==> config.mk <==
export PLATFORM = sky130hd
export DESIGN_NAME = cpsc_slot_control
export DESIGN_NICKNAME = d
export VERILOG_FILES = /design/src/design/cpsc_pkg.sv /design/src/design/cpsc_slot_control.sv
export SDC_FILE = /design/constraint.sdc
export NUM_CORES = 1
export LEC_CHECK = 0
export ABC_AREA = 0
export BUFFER_PORTS_ARGS = -buffer_cell sky130_fd_sc_hd__buf_4
export CAP_MARGIN = 20
export CORE_MARGIN = 2
export CORE_UTILIZATION = 40
export DETAILED_ROUTE_END_ITERATION = 7
export HOLD_SLACK_MARGIN = 0.05
export PLACE_DENSITY_LB_ADDON = 0.08
export SETUP_SLACK_MARGIN = 0.3
export SLEW_MARGIN = 25
export SYNTH_ARGS = -nofsm -noshare
export SYNTH_HDL_FRONTEND = slang
export SYNTH_SLANG_ARGS = --single-unit
==> constraint.sdc <==
create_clock -name i_clk -period 8.22 [get_ports i_clk]
set_input_delay 0.411 -clock i_clk [delete_from_list [all_inputs] [get_ports i_clk]]
set_output_delay 0.411 -clock i_clk [all_outputs]
set_load 0.01 [all_outputs]
==> src/design/cpsc_pkg.sv <==
// Operation
// [RULE1] A long multiply-accumulate right after a signed double multiply stretches its multiplier access slot until the multiplier is free.
// [RULE2] With two or more non-multiplier instructions in between, that pair causes no contention stall.
// [RULE3] After the multiplier access of a double multiply the multiplier stays busy for four cycles.
// [RULE4] Register and immediate logic operations, bit test included, run fetch, decode and one ALU slot.
// [RULE5] Byte logic operations on memory run ALU, read, ALU, write and hold the next decode two slots.
// [RULE6] The memory accesses of byte logic operations win the bus over instruction fetch.
// [RULE7] Test-and-set byte runs the same six stages and holds the next decode three slots.
// [RULE8] The memory accesses of test-and-set byte win the bus over instruction fetch.
// [RULE9] Shifts and rotates of any listed kind run fetch, decode and one ALU slot.
// [RULE10] Plain conditional branches test the flag in decode and have no delay slot.
// [RULE11] A taken plain conditional branch discards the two instructions behind it; target fetch follows its ALU slot.
// [RULE12] A conditional branch found false leaves its ALU slot idle and sequential flow goes on.
// [RULE13] A taken delayed conditional branch runs its delay slot, drops the one after, target fetch follows its ALU slot.
// [RULE14] Unconditional jumps, calls and return are delayed and run their delay slot.
// [RULE15] The decode of an unconditional branch's delay slot is held one cycle.
// [RULE16] The target fetch of an unconditional branch begins in the slot after its ALU slot.
// [RULE17] While decode is held, fetch is held back so nothing is lost or run twice.
package cpsc_pkg;

    // ----------------------------------------------------------------
    // Instruction classes reported by the decoder
    // ----------------------------------------------------------------
    localparam logic [3:0] CLS_OTHER = 4'h0;
    localparam logic [3:0] CLS_LOGIC = 4'h1;
    localparam logic [3:0] CLS_SHIFT = 4'h2;
    localparam logic [3:0] CLS_MEM_LOGIC = 4'h3;
    localparam logic [3:0] CLS_TAS = 4'h4;
    localparam logic [3:0] CLS_BCOND = 4'h5;
    localparam logic [3:0] CLS_BCOND_DLY = 4'h6;
    localparam logic [3:0] CLS_BRANCH = 4'h7;
    localparam logic [3:0] CLS_DMUL = 4'h8;
    localparam logic [3:0] CLS_MACL = 4'h9;

    // ----------------------------------------------------------------
    // Decode hold slots, sequencer steps and multiplier timing
    // ----------------------------------------------------------------
    localparam logic [1:0] HOLD_NONE = 2'h0;
    localparam logic [1:0] HOLD_MEM_LOGIC = 2'h2;
    localparam logic [1:0] HOLD_TAS = 2'h3;
    localparam logic [1:0] HOLD_BRANCH = 2'h1;
    localparam logic [1:0] HOLD_MULT = 2'h1;
    localparam logic [1:0] STEP_FIRST = 2'h1;
    localparam logic [1:0] STEP_SECOND = 2'h2;
    localparam logic [1:0] STEP_WRITE = 2'h3;
    localparam logic [1:0] LAST_RMW = 2'h3;
    localparam logic [1:0] LAST_MULT = 2'h2;
    localparam logic [2:0] MULT_BUSY_CYCLES = 3'h4;
    localparam logic [2:0] MULT_GO_LEVEL = 3'h1;
    localparam logic [1:0] Q_FETCH_ROOM = 2'h1;

    typedef enum logic [1:0] {ST_NONE, ST_EX, ST_MA, ST_MUL} cpsc_stage_t;

    typedef struct packed {
        logic sense;
        logic [3:0] cls;
    } cpsc_inst_t;

    typedef struct packed {
        cpsc_inst_t [1:0] q;
        logic [1:0] q_count;
        logic dec_valid;
        logic [3:0] dec_cls;
        logic dec_sense;
        logic [1:0] hold_cnt;
        logic ex_valid;
        logic [3:0] ex_cls;
        logic ex_taken;
        logic ex_active;
        logic seq_valid;
        logic [3:0] seq_cls;
        logic [1:0] seq_step;
        cpsc_stage_t seq_stage;
        logic [2:0] mult_cnt;
        logic mult_busy;
        logic mult_wait;
        logic tgt_pend;
        logic bus_req;
        logic bus_fetch;
        logic bus_write;
        logic bus_target;
        logic [1:0] discard_cnt;
    } cpsc_state_t;

    localparam cpsc_state_t STATE_RESET = '0;

endpackage

==> src/design/cpsc_slot_control.sv <==
`timescale 1ns/1ps
`default_nettype none
module cpsc_slot_control
    import cpsc_pkg::*;
(
    input wire logic i_clk,              // CPU clock, 200 MHz
    input wire logic i_reset,            // Asynchronous reset, high
    input wire logic i_bus_ready,        // Bus access completes now
    input wire logic [3:0] i_inst_class, // Class of the fetched word
    input wire logic i_inst_on_true,     // Fetched branch tests for true
    input wire logic i_t_flag,           // Current T flag
    output logic o_bus_req,              // Bus access this cycle
    output logic o_bus_fetch,            // Access is an instruction fetch
    output logic o_bus_write,            // Data access is a write
    output logic o_fetch_target,         // Fetch is a branch target
    output logic o_decode_valid,         // Decode stage occupied
    output logic [3:0] o_decode_class,   // Class in decode
    output logic o_alu_valid,            // ALU stage does work
    output logic [3:0] o_alu_class,      // Class in ALU stage
    output logic [1:0] o_seq_stage,      // Trailing stage of long op
    output logic o_multiplier_busy,      // Multiplier still running
    output logic o_slot_stretch,         // Slot stretched on multiplier
    output logic [1:0] o_discard_count   // Fetched words thrown away
);

    // ----------------------------------------------------------------
    // Class decoding
    // ----------------------------------------------------------------
    function automatic logic is_cond(input logic [3:0] c);
        return c == CLS_BCOND || c == CLS_BCOND_DLY;
    endfunction

    function automatic logic is_rmw(input logic [3:0] c);
        return c == CLS_MEM_LOGIC || c == CLS_TAS;
    endfunction

    function automatic logic is_long(input logic [3:0] c);
        return is_rmw(c) || c == CLS_DMUL || c == CLS_MACL;
    endfunction

    function automatic logic [1:0] seq_last(input logic [3:0] c);
        return is_rmw(c) ? LAST_RMW : LAST_MULT;
    endfunction

    function automatic cpsc_stage_t stage_of(input logic [3:0] c,
                                             input logic [1:0] st);
        if (is_rmw(c)) begin
            return (st == STEP_SECOND) ? ST_EX : ST_MA;
        end
        return (st == STEP_SECOND) ? ST_MUL : ST_MA;
    endfunction

    function automatic logic [1:0] hold_of(input logic [3:0] c);
        logic [1:0] h;
        unique case (c)
            CLS_MEM_LOGIC: h = HOLD_MEM_LOGIC;
            CLS_TAS: h = HOLD_TAS;
            CLS_BRANCH: h = HOLD_BRANCH;
            CLS_DMUL, CLS_MACL: h = HOLD_MULT;
            default: h = HOLD_NONE;
        endcase
        return h;
    endfunction

    // ----------------------------------------------------------------
    // State and slot conditions
    // ----------------------------------------------------------------
    cpsc_state_t s_reg;
    cpsc_state_t s_next;
    cpsc_inst_t [1:0] q;
    logic [1:0] cnt;
    logic load;
    logic data_cycle;
    logic freeze;
    logic issue;
    logic take_now;
    logic arrive;
    logic drop;

    // A data access not yet answered, or a stretched slot, stops every
    // stage; only the multiplier keeps counting.
    assign data_cycle = s_reg.bus_req & ~s_reg.bus_fetch;
    assign freeze = (data_cycle & ~i_bus_ready) | s_reg.mult_wait;
    assign issue = s_reg.dec_valid & ~freeze;
    assign arrive = s_reg.bus_req & s_reg.bus_fetch & i_bus_ready;

    // [RULE11] ALU slot fetch dropped
    // The word fetched in a taken conditional branch's ALU slot is thrown
    // away; a delay slot that is still in flight must be kept instead.
    assign drop = arrive & ~s_reg.bus_target & s_reg.ex_valid
                & s_reg.ex_taken & ((s_reg.ex_cls == CLS_BCOND)
                | ((s_reg.ex_cls == CLS_BCOND_DLY)
                & (s_reg.dec_valid | (s_reg.q_count != 2'h0))));

    // [RULE14] jumps always taken
    // [RULE10] flag tested in decode
    assign take_now = issue & ((is_cond(s_reg.dec_cls)
                      & (s_reg.dec_sense == i_t_flag))
                      | (s_reg.dec_cls == CLS_BRANCH));

    // ----------------------------------------------------------------
    // Next state
    // ----------------------------------------------------------------
    always_comb begin
        s_next = s_reg;
        q = s_reg.q;
        cnt = s_reg.q_count;
        load = 1'b0;
        s_next.discard_cnt = 2'h0;
        // [RULE3] four busy cycles after the access
        if (s_reg.seq_valid && s_reg.seq_stage == ST_MUL
            && s_reg.seq_cls == CLS_DMUL && !freeze) begin
            s_next.mult_cnt = MULT_BUSY_CYCLES;
        end else if (s_reg.mult_cnt != 3'h0) begin
            s_next.mult_cnt = s_reg.mult_cnt - 3'h1;
        end
        if (!freeze) begin
            // Fetched word joins the queue; the queue is never full here
            // because fetch is only asked for with room to spare.
            if (arrive && !drop) begin
                q[cnt[0]] = {i_inst_on_true, i_inst_class};
                cnt = cnt + 2'h1;
            end
            // [RULE13] word after the delay slot dropped
            if (drop) begin
                s_next.discard_cnt = 2'h1;
            end
            // [RULE9] shifts share this slot
            // [RULE4] one ALU slot for plain operations
            s_next.ex_valid = issue;
            s_next.ex_cls = s_reg.dec_cls;
            s_next.ex_taken = take_now;
            // [RULE12] false condition leaves ALU idle
            s_next.ex_active = issue & (take_now | ~is_cond(s_reg.dec_cls));
            // [RULE5] trailing read, ALU and write steps
            if (s_reg.ex_valid && is_long(s_reg.ex_cls)) begin
                s_next.seq_valid = 1'b1;
                s_next.seq_cls = s_reg.ex_cls;
                s_next.seq_step = STEP_FIRST;
            end else if (s_reg.seq_valid
                         && s_reg.seq_step != seq_last(s_reg.seq_cls)) begin
                s_next.seq_step = s_reg.seq_step + 2'h1;
            end else begin
                s_next.seq_valid = 1'b0;
            end
            // [RULE7] decode hold slots per class
            load = (s_reg.hold_cnt <= 2'h1);
            if (issue && hold_of(s_reg.dec_cls) != HOLD_NONE) begin
                s_next.hold_cnt = hold_of(s_reg.dec_cls);
                load = 1'b0;
            end else if (s_reg.hold_cnt != 2'h0) begin
                s_next.hold_cnt = s_reg.hold_cnt - 2'h1;
            end
            // [RULE11] every queued word behind the branch dropped
            if (take_now && s_reg.dec_cls == CLS_BCOND) begin
                load = 1'b0;
                s_next.discard_cnt = cnt;
                cnt = 2'h0;
            // [RULE13] delay slot kept, the word after dropped
            end else if (take_now && cnt > 2'h1) begin
                s_next.discard_cnt = cnt - 2'h1;
                cnt = 2'h1;
            end
            // [RULE17] words wait in the queue while decode is held
            s_next.dec_valid = load && cnt != 2'h0;
            s_next.dec_cls = q[0].cls;
            s_next.dec_sense = q[0].sense;
            if (load && cnt != 2'h0) begin
                q[0] = q[1];
                cnt = cnt - 2'h1;
            end
            s_next.q = q;
            s_next.q_count = cnt;
            // [RULE16] target fetch armed by the ALU slot
            if (s_reg.ex_valid && s_reg.ex_taken) begin
                s_next.tgt_pend = 1'b1;
            end else if (arrive && s_reg.bus_target) begin
                s_next.tgt_pend = 1'b0;
            end
        end
        s_next.seq_stage = s_next.seq_valid
                         ? stage_of(s_next.seq_cls, s_next.seq_step)
                         : ST_NONE;
        // [RULE2] no stall after busy
        // [RULE1] stretch while the multiplier count is above MULT_GO_LEVEL
        s_next.mult_wait = s_next.seq_stage == ST_MUL
                         && s_next.seq_cls == CLS_MACL
                         && s_next.mult_cnt > MULT_GO_LEVEL;
        s_next.mult_busy = s_next.mult_cnt != 3'h0;
        // Bus plan for the coming cycle; a waiting data access is kept
        // steady, a fetch may be withdrawn and asked again.
        if (!(data_cycle && !i_bus_ready)) begin
            s_next.bus_req = 1'b0;
            s_next.bus_fetch = 1'b0;
            s_next.bus_write = 1'b0;
            s_next.bus_target = 1'b0;
            // [RULE6] data access wins over fetch
            if ((s_next.seq_stage == ST_MA || s_next.seq_stage == ST_MUL)
                && !s_next.mult_wait) begin
                s_next.bus_req = 1'b1;
                // [RULE8] write step of the locked sequence
                s_next.bus_write = is_rmw(s_next.seq_cls)
                                 && s_next.seq_step == STEP_WRITE;
            end else if (s_next.mult_wait) begin
                s_next.bus_req = 1'b0;
            end else if (s_next.tgt_pend) begin
                s_next.bus_req = 1'b1;
                s_next.bus_fetch = 1'b1;
                s_next.bus_target = 1'b1;
            // [RULE15] no fetch in a jump's ALU slot
            end else if (!(take_now && s_reg.dec_cls == CLS_BRANCH)
                         && s_next.q_count <= Q_FETCH_ROOM) begin
                s_next.bus_req = 1'b1;
                s_next.bus_fetch = 1'b1;
            end
        end
    end

    // State register
    always_ff @(posedge i_clk or posedge i_reset) begin
        if (i_reset) begin
            s_reg <= STATE_RESET;
        end else begin
            s_reg <= s_next;
        end
    end

    // ----------------------------------------------------------------
    // Outputs, each a state flip-flop
    // ----------------------------------------------------------------
    assign o_bus_req = s_reg.bus_req;
    assign o_bus_fetch = s_reg.bus_fetch;
    assign o_bus_write = s_reg.bus_write;
    assign o_fetch_target = s_reg.bus_target;
    assign o_decode_valid = s_reg.dec_valid;
    assign o_decode_class = s_reg.dec_cls;
    assign o_alu_valid = s_reg.ex_active;
    assign o_alu_class = s_reg.ex_cls;
    assign o_seq_stage = s_reg.seq_stage;
    assign o_multiplier_busy = s_reg.mult_busy;
    assign o_slot_stretch = s_reg.mult_wait;
    assign o_discard_count = s_reg.discard_cnt;
endmodule
`default_nettype wire

==> summary.txt, run 1 <==
Critical path
  – Critical path class: reg -> reg
  – Top cell by count, worst path: ha_1
  – R2r worst-path depth: 18
  – Critical Path, Cell by Cell: inv_1, ha_1, nand2b_1, a21oi_1, o41a_1, mux2i_4, ha_1, nor3b_2, and2_1, a211oi_1, nor2_1, nand2_1, ha_1, a21oi_1, o21ai_1, a211oi_1, or2b_1, o221a_1
  – Bufs and invs on worst path: 1
  – Critical Path Start Type: flip-flop
  – CP max FO: 8
  – WP data arrival: 4.46 ns
  – Worst R2R Start: s_reg[36]
  – WP data required: 8.42 ns
  – R2R Path End: s_reg[41]
  – Max incr delay on CP: 0.57 ns
  – Slowest CP cell: o41a_1
  – Worst reg-to-reg setup slack: 3.96 ns
  – Crit end category: flip-flop
  – Cell family with most CP delay: compound AO/OA/AOI/OAI gates

Cells and area
  – Antenna Cells: 0
  – Fillers: 740
  – Register area: 1200 um^2
  – Share of layout cells above drive strength 1: 17.8%
  – Area of the multi-input gates: 1460 um^2
  – Layout area overhead: 9.78%
  – Max reg flops: 28
  – Fin nets: 325

Route
  – Via count: 2150
  – Drt drc: 0
  – WL per Instance: 15.5 um
  – DR pass1 iterations: 4
  – Vias per cell: 5.27
  – Post-Route WL: 6340 um
  – DR iter-0 viols: 124
  – Antenna-violating nets left: 0

Synth
  – Top cell type by total area after synthesis: dfrtp_1
  – Seq/Total Area, Yosys: 41.5%
  – Most used DFF post-synth: dfrtp_1
  – Largest cells by area after synthesis: dfrtp_1 (42%), nand2_1 (4.3%), ha_1 (3.5%)
  – Seq cells post-synth: 48
  – Most frequent cell after synthesis: dfrtp_1
  – Yosys top cell area share: 41.5%
  – Post-synthesis cell area: 2890 um^2
  – Top cells by count, synth: dfrtp_1 (48), nand2_1 (33), o21ai_0 (19)
  – Syn Inst Count: 300
  – Async SR Flop Fraction: 100%
  – Post-synthesis cell type count: 69
  – Syn_area_per_cell: 9.64 um^2
  – Synthesis Warnings: 0
  – EDFF count, synth: 0
  – Mapped Nets: 317

Clock tree
  – Cts repair resizes: 0
  – Clock Root Buffer: clkbuf_8
  – H-tree depth: 2
  – TritonCTS clock tree: built
  – Num CTS Buffers: 5
  – Max Root-Sink Buffers: 2
  – Post-CTS Setup Repair Bufs: 0
  – Clock-pin slew on the worst setup and hold paths: 0.09 ns
  – Skew-Pair Late Insertion Delay: 0.30 ns
  – Hold_buf cts: 0
  – Clock sinks: 48

GRT
  – Number of global-route vias before repair: 2092
  – First-pass GRT wire length: 10800 um
  – Largest net degree at the start of global routing: 49
  – GRT Overall Usage: 17.7%
  – Grt ovf: 0
  – Initial antenna violation count: 0

Floorplan
  – Die area: 7930 um^2
  – Die height: 89.0 um
  – Initial Util: 40.5%
  – Core Rows: 31
  – Die width: 89.0 um
  – IO Pins: 29
  – Core Box Area: 7140 um^2

Timing
  – Hold WS: 0.187 ns
  – Slew @ Worst Pin: 0.830 ns
  – Slew HR: 44.5%
  – Post-route setup TNS: 0 ns
  – Crit share post-route: 51.8%
  – Hold Violations, Final: 0
  – FMAX: 0.235 GHz
  – Clock period minus worst slack: 4.26 ns
  – Setup-failing EPs final: 0
  – Final clock skew: 0.00713 ns
  – Final Max Tran Viols: 0
  – RSZ-0062 raised after global routing: no

Pwr
  – Pleak: 0.00141 uW
  – PD cells: 408 nW/um^2
  – Worst IR Drop VDD: 0.000133 V

Placed design
  – Detailed placement HPWL: 4540 um
  – Routability Congestion: 0.807
  – I/O Buffers: 28

Flow run
  – Max cap viols: 0

Hold path
  – Hold Path Class: in -> async

Run status
  – Run status: completed
through the flow:
step                instance area (um^2)  std cells  setup WS [ns]  utilization, %  power, uW
floorplan                           2890        300           4.60               -        978
global placement                    3060        400           4.14            42.9       1120
detailed placement                  3060        400           3.98            42.9       1130
CTS                                 3180        408           4.00            44.5       1300
global route                        3180        408           3.56            44.5       1420
finish                              3180        408           3.96            44.5       1300
area by class of cell:
class                      instances  share of cell area [%]
clock buffer                       5                    2.17
clock inverter                     3                    1.34
inverter                          15                    1.85
multi-input combinational        209                    46.1
sequential                        48                    37.8
tap                               99                    3.90
timing repair buffer              29                    6.86
worst max path at each step:
stage	startpoint	to	slack [ns]	depth (start not counted)
finish	s_reg[36]	s_reg[41]	3.96	18
global placement	s_reg[36]	s_reg[41]	4.14	18
CTS	s_reg[36]	s_reg[41]	4.00	18
detailed placement	s_reg[36]	s_reg[42]	3.98	18
floorplan	s_reg[36]	s_reg[38]	4.60	19
global route	s_reg[36]	s_reg[39]	3.56	18
layer usage:
layer	share of wire (%)	track usage (%)
met5	0	0
met4	1.2	4.48
met3	2.8	3.05
met2	47	27.1
met1	49	26.0
cell usage in the layout, fill, tap and decap left out, drive strengths merged, types with 6 or more instances in the layout:
master	n
nand2b	6
nor2	12
ha	8
nand2	33
buf	29
mux2	8
o21ai	21
and3	8
inv	15
dfrtp	48
xnor2	6
mux2i	8
nand3	7
a21oi	13
power by group:
part / internal [uW] / total, uW / switching [uW]
registers: 341 / 471 / 130
logic: 314 / 650 / 337
clock network: 90.1 / 173 / 83.1
total: 745 / 1300 / 550
kinds of logic (layout without fill, tap and decap cells):
group | count (synthesis) | count (layout) | share of synthesized area [%]
buffers and inverters | 43 | 52 | 7.91
and+or+nand+nor | 100 | 100 | 19.7
xor gates and xnor gates | 7 | 7 | 2.12
AOI/OAI and AO/OA | 77 | 77 | 18.6
DFF | 48 | 48 | 41.5
adders and majority gates | 9 | 9 | 3.81
muxes | 16 | 16 | 6.32
No activity file was read; power rests on OpenSTA's default activity.
==> inputs of run 2 (changes only) <==
Clock period 8.22 ns to 3.9 ns, I/O delays scaled along.
==> run 2 against run 1 <==
  * Count of clock-buffer cells in the layout is 2 higher
  * Global-route usage is 0.18 points higher
  * First-iteration DRC count is 8.9% lower
  * Sequential share of layout area is 3.0 points lower
  * Critical path depth is 2 lower
  * Sequential power is 99% higher
  * Utilization is 3.9 points higher
  * Clock skew is 0.0019 ns higher
  * Die area stayed put
  * Largest power group unchanged
==> summary.txt, run 2 (same netlist as run 1, synthesis figures left out) <==
Timing
  – Setup-failing EPs final: 0 (unchanged)
  – Hold Violations, Final: 0 (unchanged)
  – Post-route setup TNS: 0 ns (unchanged)
  – Clock period minus worst slack: 3.47 ns (was 4.26 ns)
  – RSZ-0062 raised after global routing: no (unchanged)
  – Final clock skew: 0.00908 ns (was 0.00713 ns)
  – Crit share post-route: 88.8% (was 51.8%)
  – Final Max Tran Viols: 0 (unchanged)
  – FMAX: 0.289 GHz (was 0.235 GHz)
  – Hold WS: 0.148 ns (was 0.187 ns)
  – Slew @ Worst Pin: 0.662 ns (was 0.830 ns)
  – Slew HR: 55.3% (was 44.5%)

GRT
  – First-pass GRT wire length: 10900 um (was 10800 um)
  – Number of global-route vias before repair: 2095 (was 2092)
  – Grt ovf: 0 (unchanged)
  – Largest net degree at the start of global routing: 49 (unchanged)
  – Initial antenna violation count: 0 (unchanged)
  – GRT Overall Usage: 17.8% (was 17.7%)

Critical path
  – Max incr delay on CP: 0.44 ns (was 0.57 ns)
  – Bufs and invs on worst path: 0 (was 1)
  – CP max FO: 5 (was 8)
  – Slowest CP cell: o41a_1 (unchanged)
  – Critical path class: reg -> reg (unchanged)
  – Critical Path Start Type: flip-flop (unchanged)
  – R2r worst-path depth: 16 (was 18)
  – WP data arrival: 3.66 ns (was 4.46 ns)
  – Crit end category: flip-flop (unchanged)
  – Crit path depth: 16 (was 18)
  – Critical Path, Cell by Cell: and2b_1, a21oi_2, o41a_1, mux2i_4, ha_4, nor3b_4, and2_4, a211oi_4, nor2_2, nand2_1, ha_2, a21oi_2, o211ai_1, xnor2_1, nand3_2, o221a_1 (was inv_1, ha_1, nand2b_1, a21oi_1, o41a_1, mux2i_4, ha_1, nor3b_2, and2_1, a211oi_1, nor2_1, nand2_1, ha_1, a21oi_1, o21ai_1, a211oi_1, or2b_1, o221a_1)
  – Cell family with most CP delay: compound AO/OA/AOI/OAI gates (unchanged)
  – Top cell by count, worst path: a21oi_2 (was ha_1)
  – WP data required: 4.09 ns (was 8.42 ns)

Floorplan
  – Die height: 89.0 um (unchanged)
  – IO Pins: 29 (unchanged)
  – Die width: 89.0 um (unchanged)
  – Core Box Area: 7140 um^2 (unchanged)
  – Initial Util: 40.5% (unchanged)
  – Core Rows: 31 (unchanged)
  – Die area: 7930 um^2 (unchanged)

Cells and area
  – Max reg flops: 28 (unchanged)
  – Antenna Cells: 0 (unchanged)
  – Fin nets: 349 (was 325)
  – Share of layout cells above drive strength 1: 27.6% (was 17.8%)
  – Fin cells: 432 (was 408)
  – Commonest non-fill, non-tap cell in the layout: buf_4 (was dfrtp_1)
  – Layout area overhead: 19.3% (was 9.78%)
  – Commonest cells after routing, fill and taps aside: buf_4 (52), dfrtp_1 (47), nand2_1 (33) (was dfrtp_1 (48), nand2_1 (33), buf_4 (29))

Pwr
  – PD cells: 876 nW/um^2 (was 408 nW/um^2)
  – Worst IR Drop VDD: 0.000370 V (was 0.000133 V)
  – Pleak: 0.00155 uW (was 0.00141 uW)
  – Power, Total: 3020 uW (was 1300 uW)

Clock tree
  – Skew-Pair Late Insertion Delay: 0.30 ns (about the same)
  – Num CTS Buffers: 5 (unchanged)
  – TritonCTS clock tree: built (unchanged)
  – Clock sinks: 48 (unchanged)
  – Clock Root Buffer: clkbuf_8 (unchanged)
  – H-tree depth: 2 (unchanged)
  – Max Root-Sink Buffers: 2 (unchanged)
  – Clock-pin slew on the worst setup and hold paths: 0.09 ns (about the same)

Placed design
  – Routability Congestion: 0.802 (was 0.807)
  – Detailed placement HPWL: 4760 um (was 4540 um)
  – I/O Buffers: 28 (unchanged)
  – Dpl cells: 411 (was 400)

Route
  – DR iter-0 viols: 113 (was 124)
  – WL per Instance: 15.7 um (was 15.5 um)
  – Antenna-violating nets left: 0 (unchanged)
  – Post-Route WL: 6780 um (was 6340 um)
  – Via count: 2294 (was 2150)
  – Drt drc: 0 (unchanged)
  – Vias per cell: 5.31 (was 5.27)
  – DR pass1 iterations: 4 (unchanged)

Hold path
  – Hold Path Class: in -> reg (was in -> async)
  – Hold path cells: 2

Flow run
  – Max cap viols: 0 (unchanged)

Run status
  – Run status: completed (unchanged)
[run 2: cell types whose count changed in the layout (fill, tap and decap cells not counted), moves of 2 or more]
cell      previous run  this run
a211oi_1             4         2
a21oi_1             13        11
a21oi_2              0         2
buf_4               29        52
clkbuf_8             5         7
ha_1                 8         5
ha_4                 0         2
inv_1               14        12
inv_2                0         2
[run 2: area by class of cell]
type | count | area, um^2
timing repair buffer | 53 | 400
fill | 696 | 3690
multi-input combinational | 209 | 1540
clock buffer | 7 | 96.3
sequential | 48 | 1200
clock inverter | 1 | 30.0
tap | 99 | 124
inverter | 15 | 58.8
[run 2: path summary, 6_finish.rpt]
path                                      start           to  slack [ns]
worst max-delay path             o_alu_class[0]    s_reg[39]        0.43
worst min-delay path            i_inst_class[3]    s_reg[46]        0.15
worst max register to register   o_alu_class[0]    s_reg[39]        0.43
worst min register to register      o_alu_valid  o_alu_valid        0.49
max in group asynchronous               i_reset    s_reg[27]        2.93
min in group asynchronous               i_reset  o_bus_write        0.53
[run 2: per-layer routing]
| metal | global-route usage, % | wire length [um] | share of wire (%) |
|---|---|---|---|
| met5 | 0 | 0 | 0 |
| met4 | 4.48 | 89 | 1.3 |
| met3 | 2.77 | 214 | 3.2 |
| met2 | 27.5 | 3220 | 47 |
| met1 | 26.3 | 3250 | 48 |
[run 2: stage by stage]
| step | area, um^2 | worst slack (ns) | util (%) |
|---|---|---|---|
| after global routing | 3450 | 0.216 | 48.4 |
| after floorplan | 2900 | 0.336 | - |
| after CTS | 3330 | 0.302 | 46.6 |
| after detailed placement | 3150 | 0.0682 | 44.2 |
| after global placement | 3150 | 0.188 | 44.1 |
| final | 3450 | 0.435 | 48.4 |
[run 2: repair_timing]
action                                  in CTS  in global routing
pin swaps                                    2                 12
buffers inserted                             4                  8
endpoints found under the hold margin       48                  0
endpoints found under the setup margin       9                 10
hold buffers                                 1                  0
resized for setup                            3                 15
[run 2: power by group]
part	internal [uW]	switching, uW	leakage [uW]
logic	832	857	0.000892
clock network	226	170	0.0000645
registers	721	218	0.000590
total	1780	1240	0.00155
==> inputs of run 3 (changes only) <==
Settings changed: CORE_UTILIZATION 40 to 35.
==> run 3 against run 2 <==
  * Final cell count up 0.69%
  * Via count down 2.6%
  * Utilization down 6.0 points
  * Clock skew down 0.0028 ns
  * Non-clock buffer count shrank 2
  * Combinational power fell by 3%
  * Flip-flop and latch count did not move
==> summary.txt, run 3 (same netlist as run 1, synthesis figures left out) <==
Cells and area
  – Share of layout cells above drive strength 1: 27.3% (was 27.6%)
  – Commonest cells after routing, fill and taps aside: buf_4 (50), dfrtp_1 (47), nand2_1 (33) (was buf_4 (52), dfrtp_1 (47), nand2_1 (33))
  – Fin nets: 347 (was 349)
  – Area of the multi-input gates: 1520 um^2 (was 1540 um^2)
  – Max reg flops: 28 (unchanged)
  – Fin cells: 435 (was 432)
  – Layout area overhead: 18.5% (was 19.3%)
  – Post-route design area: 3430 um^2 (was 3450 um^2)
  – Antenna Cells: 0 (unchanged)
  – Fillers: 821 (was 696)
  – Commonest non-fill, non-tap cell in the layout: buf_4 (unchanged)
  – Register area: 1200 um^2 (unchanged)

Pwr
  – Worst IR Drop VDD: 0.000278 V (was 0.000370 V)
  – Power, Total: 3000 uW (was 3020 uW)
  – Pleak: 0.00153 uW (was 0.00155 uW)
  – PD cells: 876 nW/um^2 (about the same)

Critical path
  – Max incr delay on CP: 0.48 ns (was 0.44 ns)
  – Bufs and invs on worst path: 4 (was 0)
  – Cell family with most CP delay: simple AND/OR/NAND/NOR gates (was compound AO/OA/AOI/OAI gates)
  – Critical Path Start Type: flip-flop (unchanged)
  – CP max FO: 5 (unchanged)
  – Slowest CP cell: o41a_1 (unchanged)
  – WP data required: 4.13 ns (was 4.09 ns)
  – Critical path class: reg -> reg (unchanged)
  – Crit end category: flip-flop (unchanged)
  – WP data arrival: 3.75 ns (was 3.66 ns)
  – Critical Path, Cell by Cell: inv_2, ha_2, nand2b_1, a21oi_2, o41a_1, mux2i_4, ha_2, nor3b_4, and2_4, buf_4, buf_4, nor2_2, nand2_1, ha_2, a21oi_2, o21ai_1, buf_4, or4b_1, o211ai_2 (was and2b_1, a21oi_2, o41a_1, mux2i_4, ha_4, nor3b_4, and2_4, a211oi_4, nor2_2, nand2_1, ha_2, a21oi_2, o211ai_1, xnor2_1, nand3_2, o221a_1)

Floorplan
  – Initial Util: 35.7% (was 40.5%)
  – Die height: 94.9 um (was 89.0 um)
  – Die width: 94.9 um (was 89.0 um)
  – Core Rows: 33 (was 31)
  – Die area: 9010 um^2 (was 7930 um^2)
  – Core Box Area: 8090 um^2 (was 7140 um^2)
  – IO Pins: 29 (unchanged)

Placed design
  – I/O Buffers: 28 (unchanged)
  – Routability Congestion: 0.768 (was 0.802)
  – Placed cell area: 3170 um^2 (was 3150 um^2)
  – Detailed placement HPWL: 4760 um (about the same)
  – Dpl cells: 418 (was 411)

Route
  – Via count: 2235 (was 2294)
  – WL per Instance: 15.6 um (was 15.7 um)
  – Drt drc: 0 (unchanged)
  – Post-Route WL: 6790 um (was 6780 um)
  – Antenna-violating nets left: 0 (unchanged)
  – DR iter-0 viols: 110 (was 113)
  – DR pass1 iterations: 4 (unchanged)
  – Vias per cell: 5.14 (was 5.31)

Timing
  – Hold Violations, Final: 0 (unchanged)
  – Slew @ Worst Pin: 0.623 ns (was 0.662 ns)
  – RSZ-0062 raised after global routing: yes (was no)
  – Final Max Tran Viols: 0 (unchanged)
  – Crit share post-route: 90.5% (was 88.8%)
  – Clock period minus worst slack: 3.53 ns (was 3.47 ns)
  – Setup-failing EPs final: 0 (unchanged)
  – Post-route setup TNS: 0 ns (unchanged)
  – Final clock skew: 0.00632 ns (was 0.00908 ns)
  – FMAX: 0.283 GHz (was 0.289 GHz)
  – Slew HR: 57.9% (was 55.3%)

GRT
  – GRT Overall Usage: 16.3% (was 17.8%)
  – Initial antenna violation count: 0 (unchanged)
  – Number of global-route vias before repair: 2243 (was 2095)
  – Grt ovf: 0 (unchanged)
  – First-pass GRT wire length: 11400 um (was 10900 um)
  – Largest net degree at the start of global routing: 49 (unchanged)

Clock tree
  – TritonCTS clock tree: built (unchanged)
  – Skew-Pair Late Insertion Delay: 0.30 ns (about the same)
  – Num CTS Buffers: 5 (unchanged)
  – Clock Root Buffer: clkbuf_8 (unchanged)
  – H-tree depth: 2 (unchanged)
  – Max Root-Sink Buffers: 2 (unchanged)
  – Clock-pin slew on the worst setup and hold paths: 0.09 ns (about the same)
  – Clock sinks: 48 (unchanged)

Run status
  – Run status: completed (unchanged)

Hold path
  – Hold Path Class: in -> reg (unchanged)

Flow run
  – Max cap viols: 0 (unchanged)
-- run 3: metal layers --
metal / vias to the layer above / track usage (%) / share of wire [%]
met5: - / 0 / 0
met4: 0 / 3.99 / 1.1
met3: 6 / 2.39 / 3.3
met2: 39 / 28.1 / 50
met1: 1070 / 21.5 / 46
li1: 1120 / - / -
-- run 3: area by class of cell --
class | count | area share [%]
clock inverter | 2 | 1.75
multi-input combinational | 209 | 44.4
sequential | 48 | 35.1
inverter | 15 | 1.72
tap | 105 | 3.83
clock buffer | 5 | 2.01
timing repair buffer | 51 | 11.2
-- run 3: repair_timing --
action,CTS,global route
hold endpoints to repair,48,0
setup endpoints to repair,8,9
hold buffers,1,0
pin swaps,2,18
buffers inserted,2,7
resized for setup,3,14
-- run 3: worst paths after layout --
kind	to	cells after the start	slack [ns]	start
setup / recovery	s_reg[36]	19	0.37	s_reg[36]
hold / removal	s_reg[44]	2	0.15	i_inst_class[1]
setup reg to reg	s_reg[36]	19	0.37	s_reg[36]
hold reg to reg	o_alu_valid	2	0.50	o_alu_valid
max in group asynchronous	s_reg[27]	3	2.92	i_reset
min in group asynchronous	o_discard_count[1]	3	0.54	i_reset
-- run 3: where the power goes --
part / total, uW / internal (uW) / switching, uW
Sequential: 939 / 721 / 218
Clock: 421 / 252 / 168
Combinational: 1640 / 807 / 835
-- run 3: through the flow --
| stage | hold slack, ns | utilization (%) | setup WS [ns] |
|---|---|---|---|
| global route | 0.139 | 42.4 | 0.157 |
| CTS | 0.137 | 41.1 | 0.307 |
| finish | 0.148 | 42.4 | 0.372 |
| floorplan | 0.347 | - | 0.336 |
| detailed placement | 0.319 | 39.1 | 0.167 |
| global placement | 0.458 | 39.1 | 0.229 |
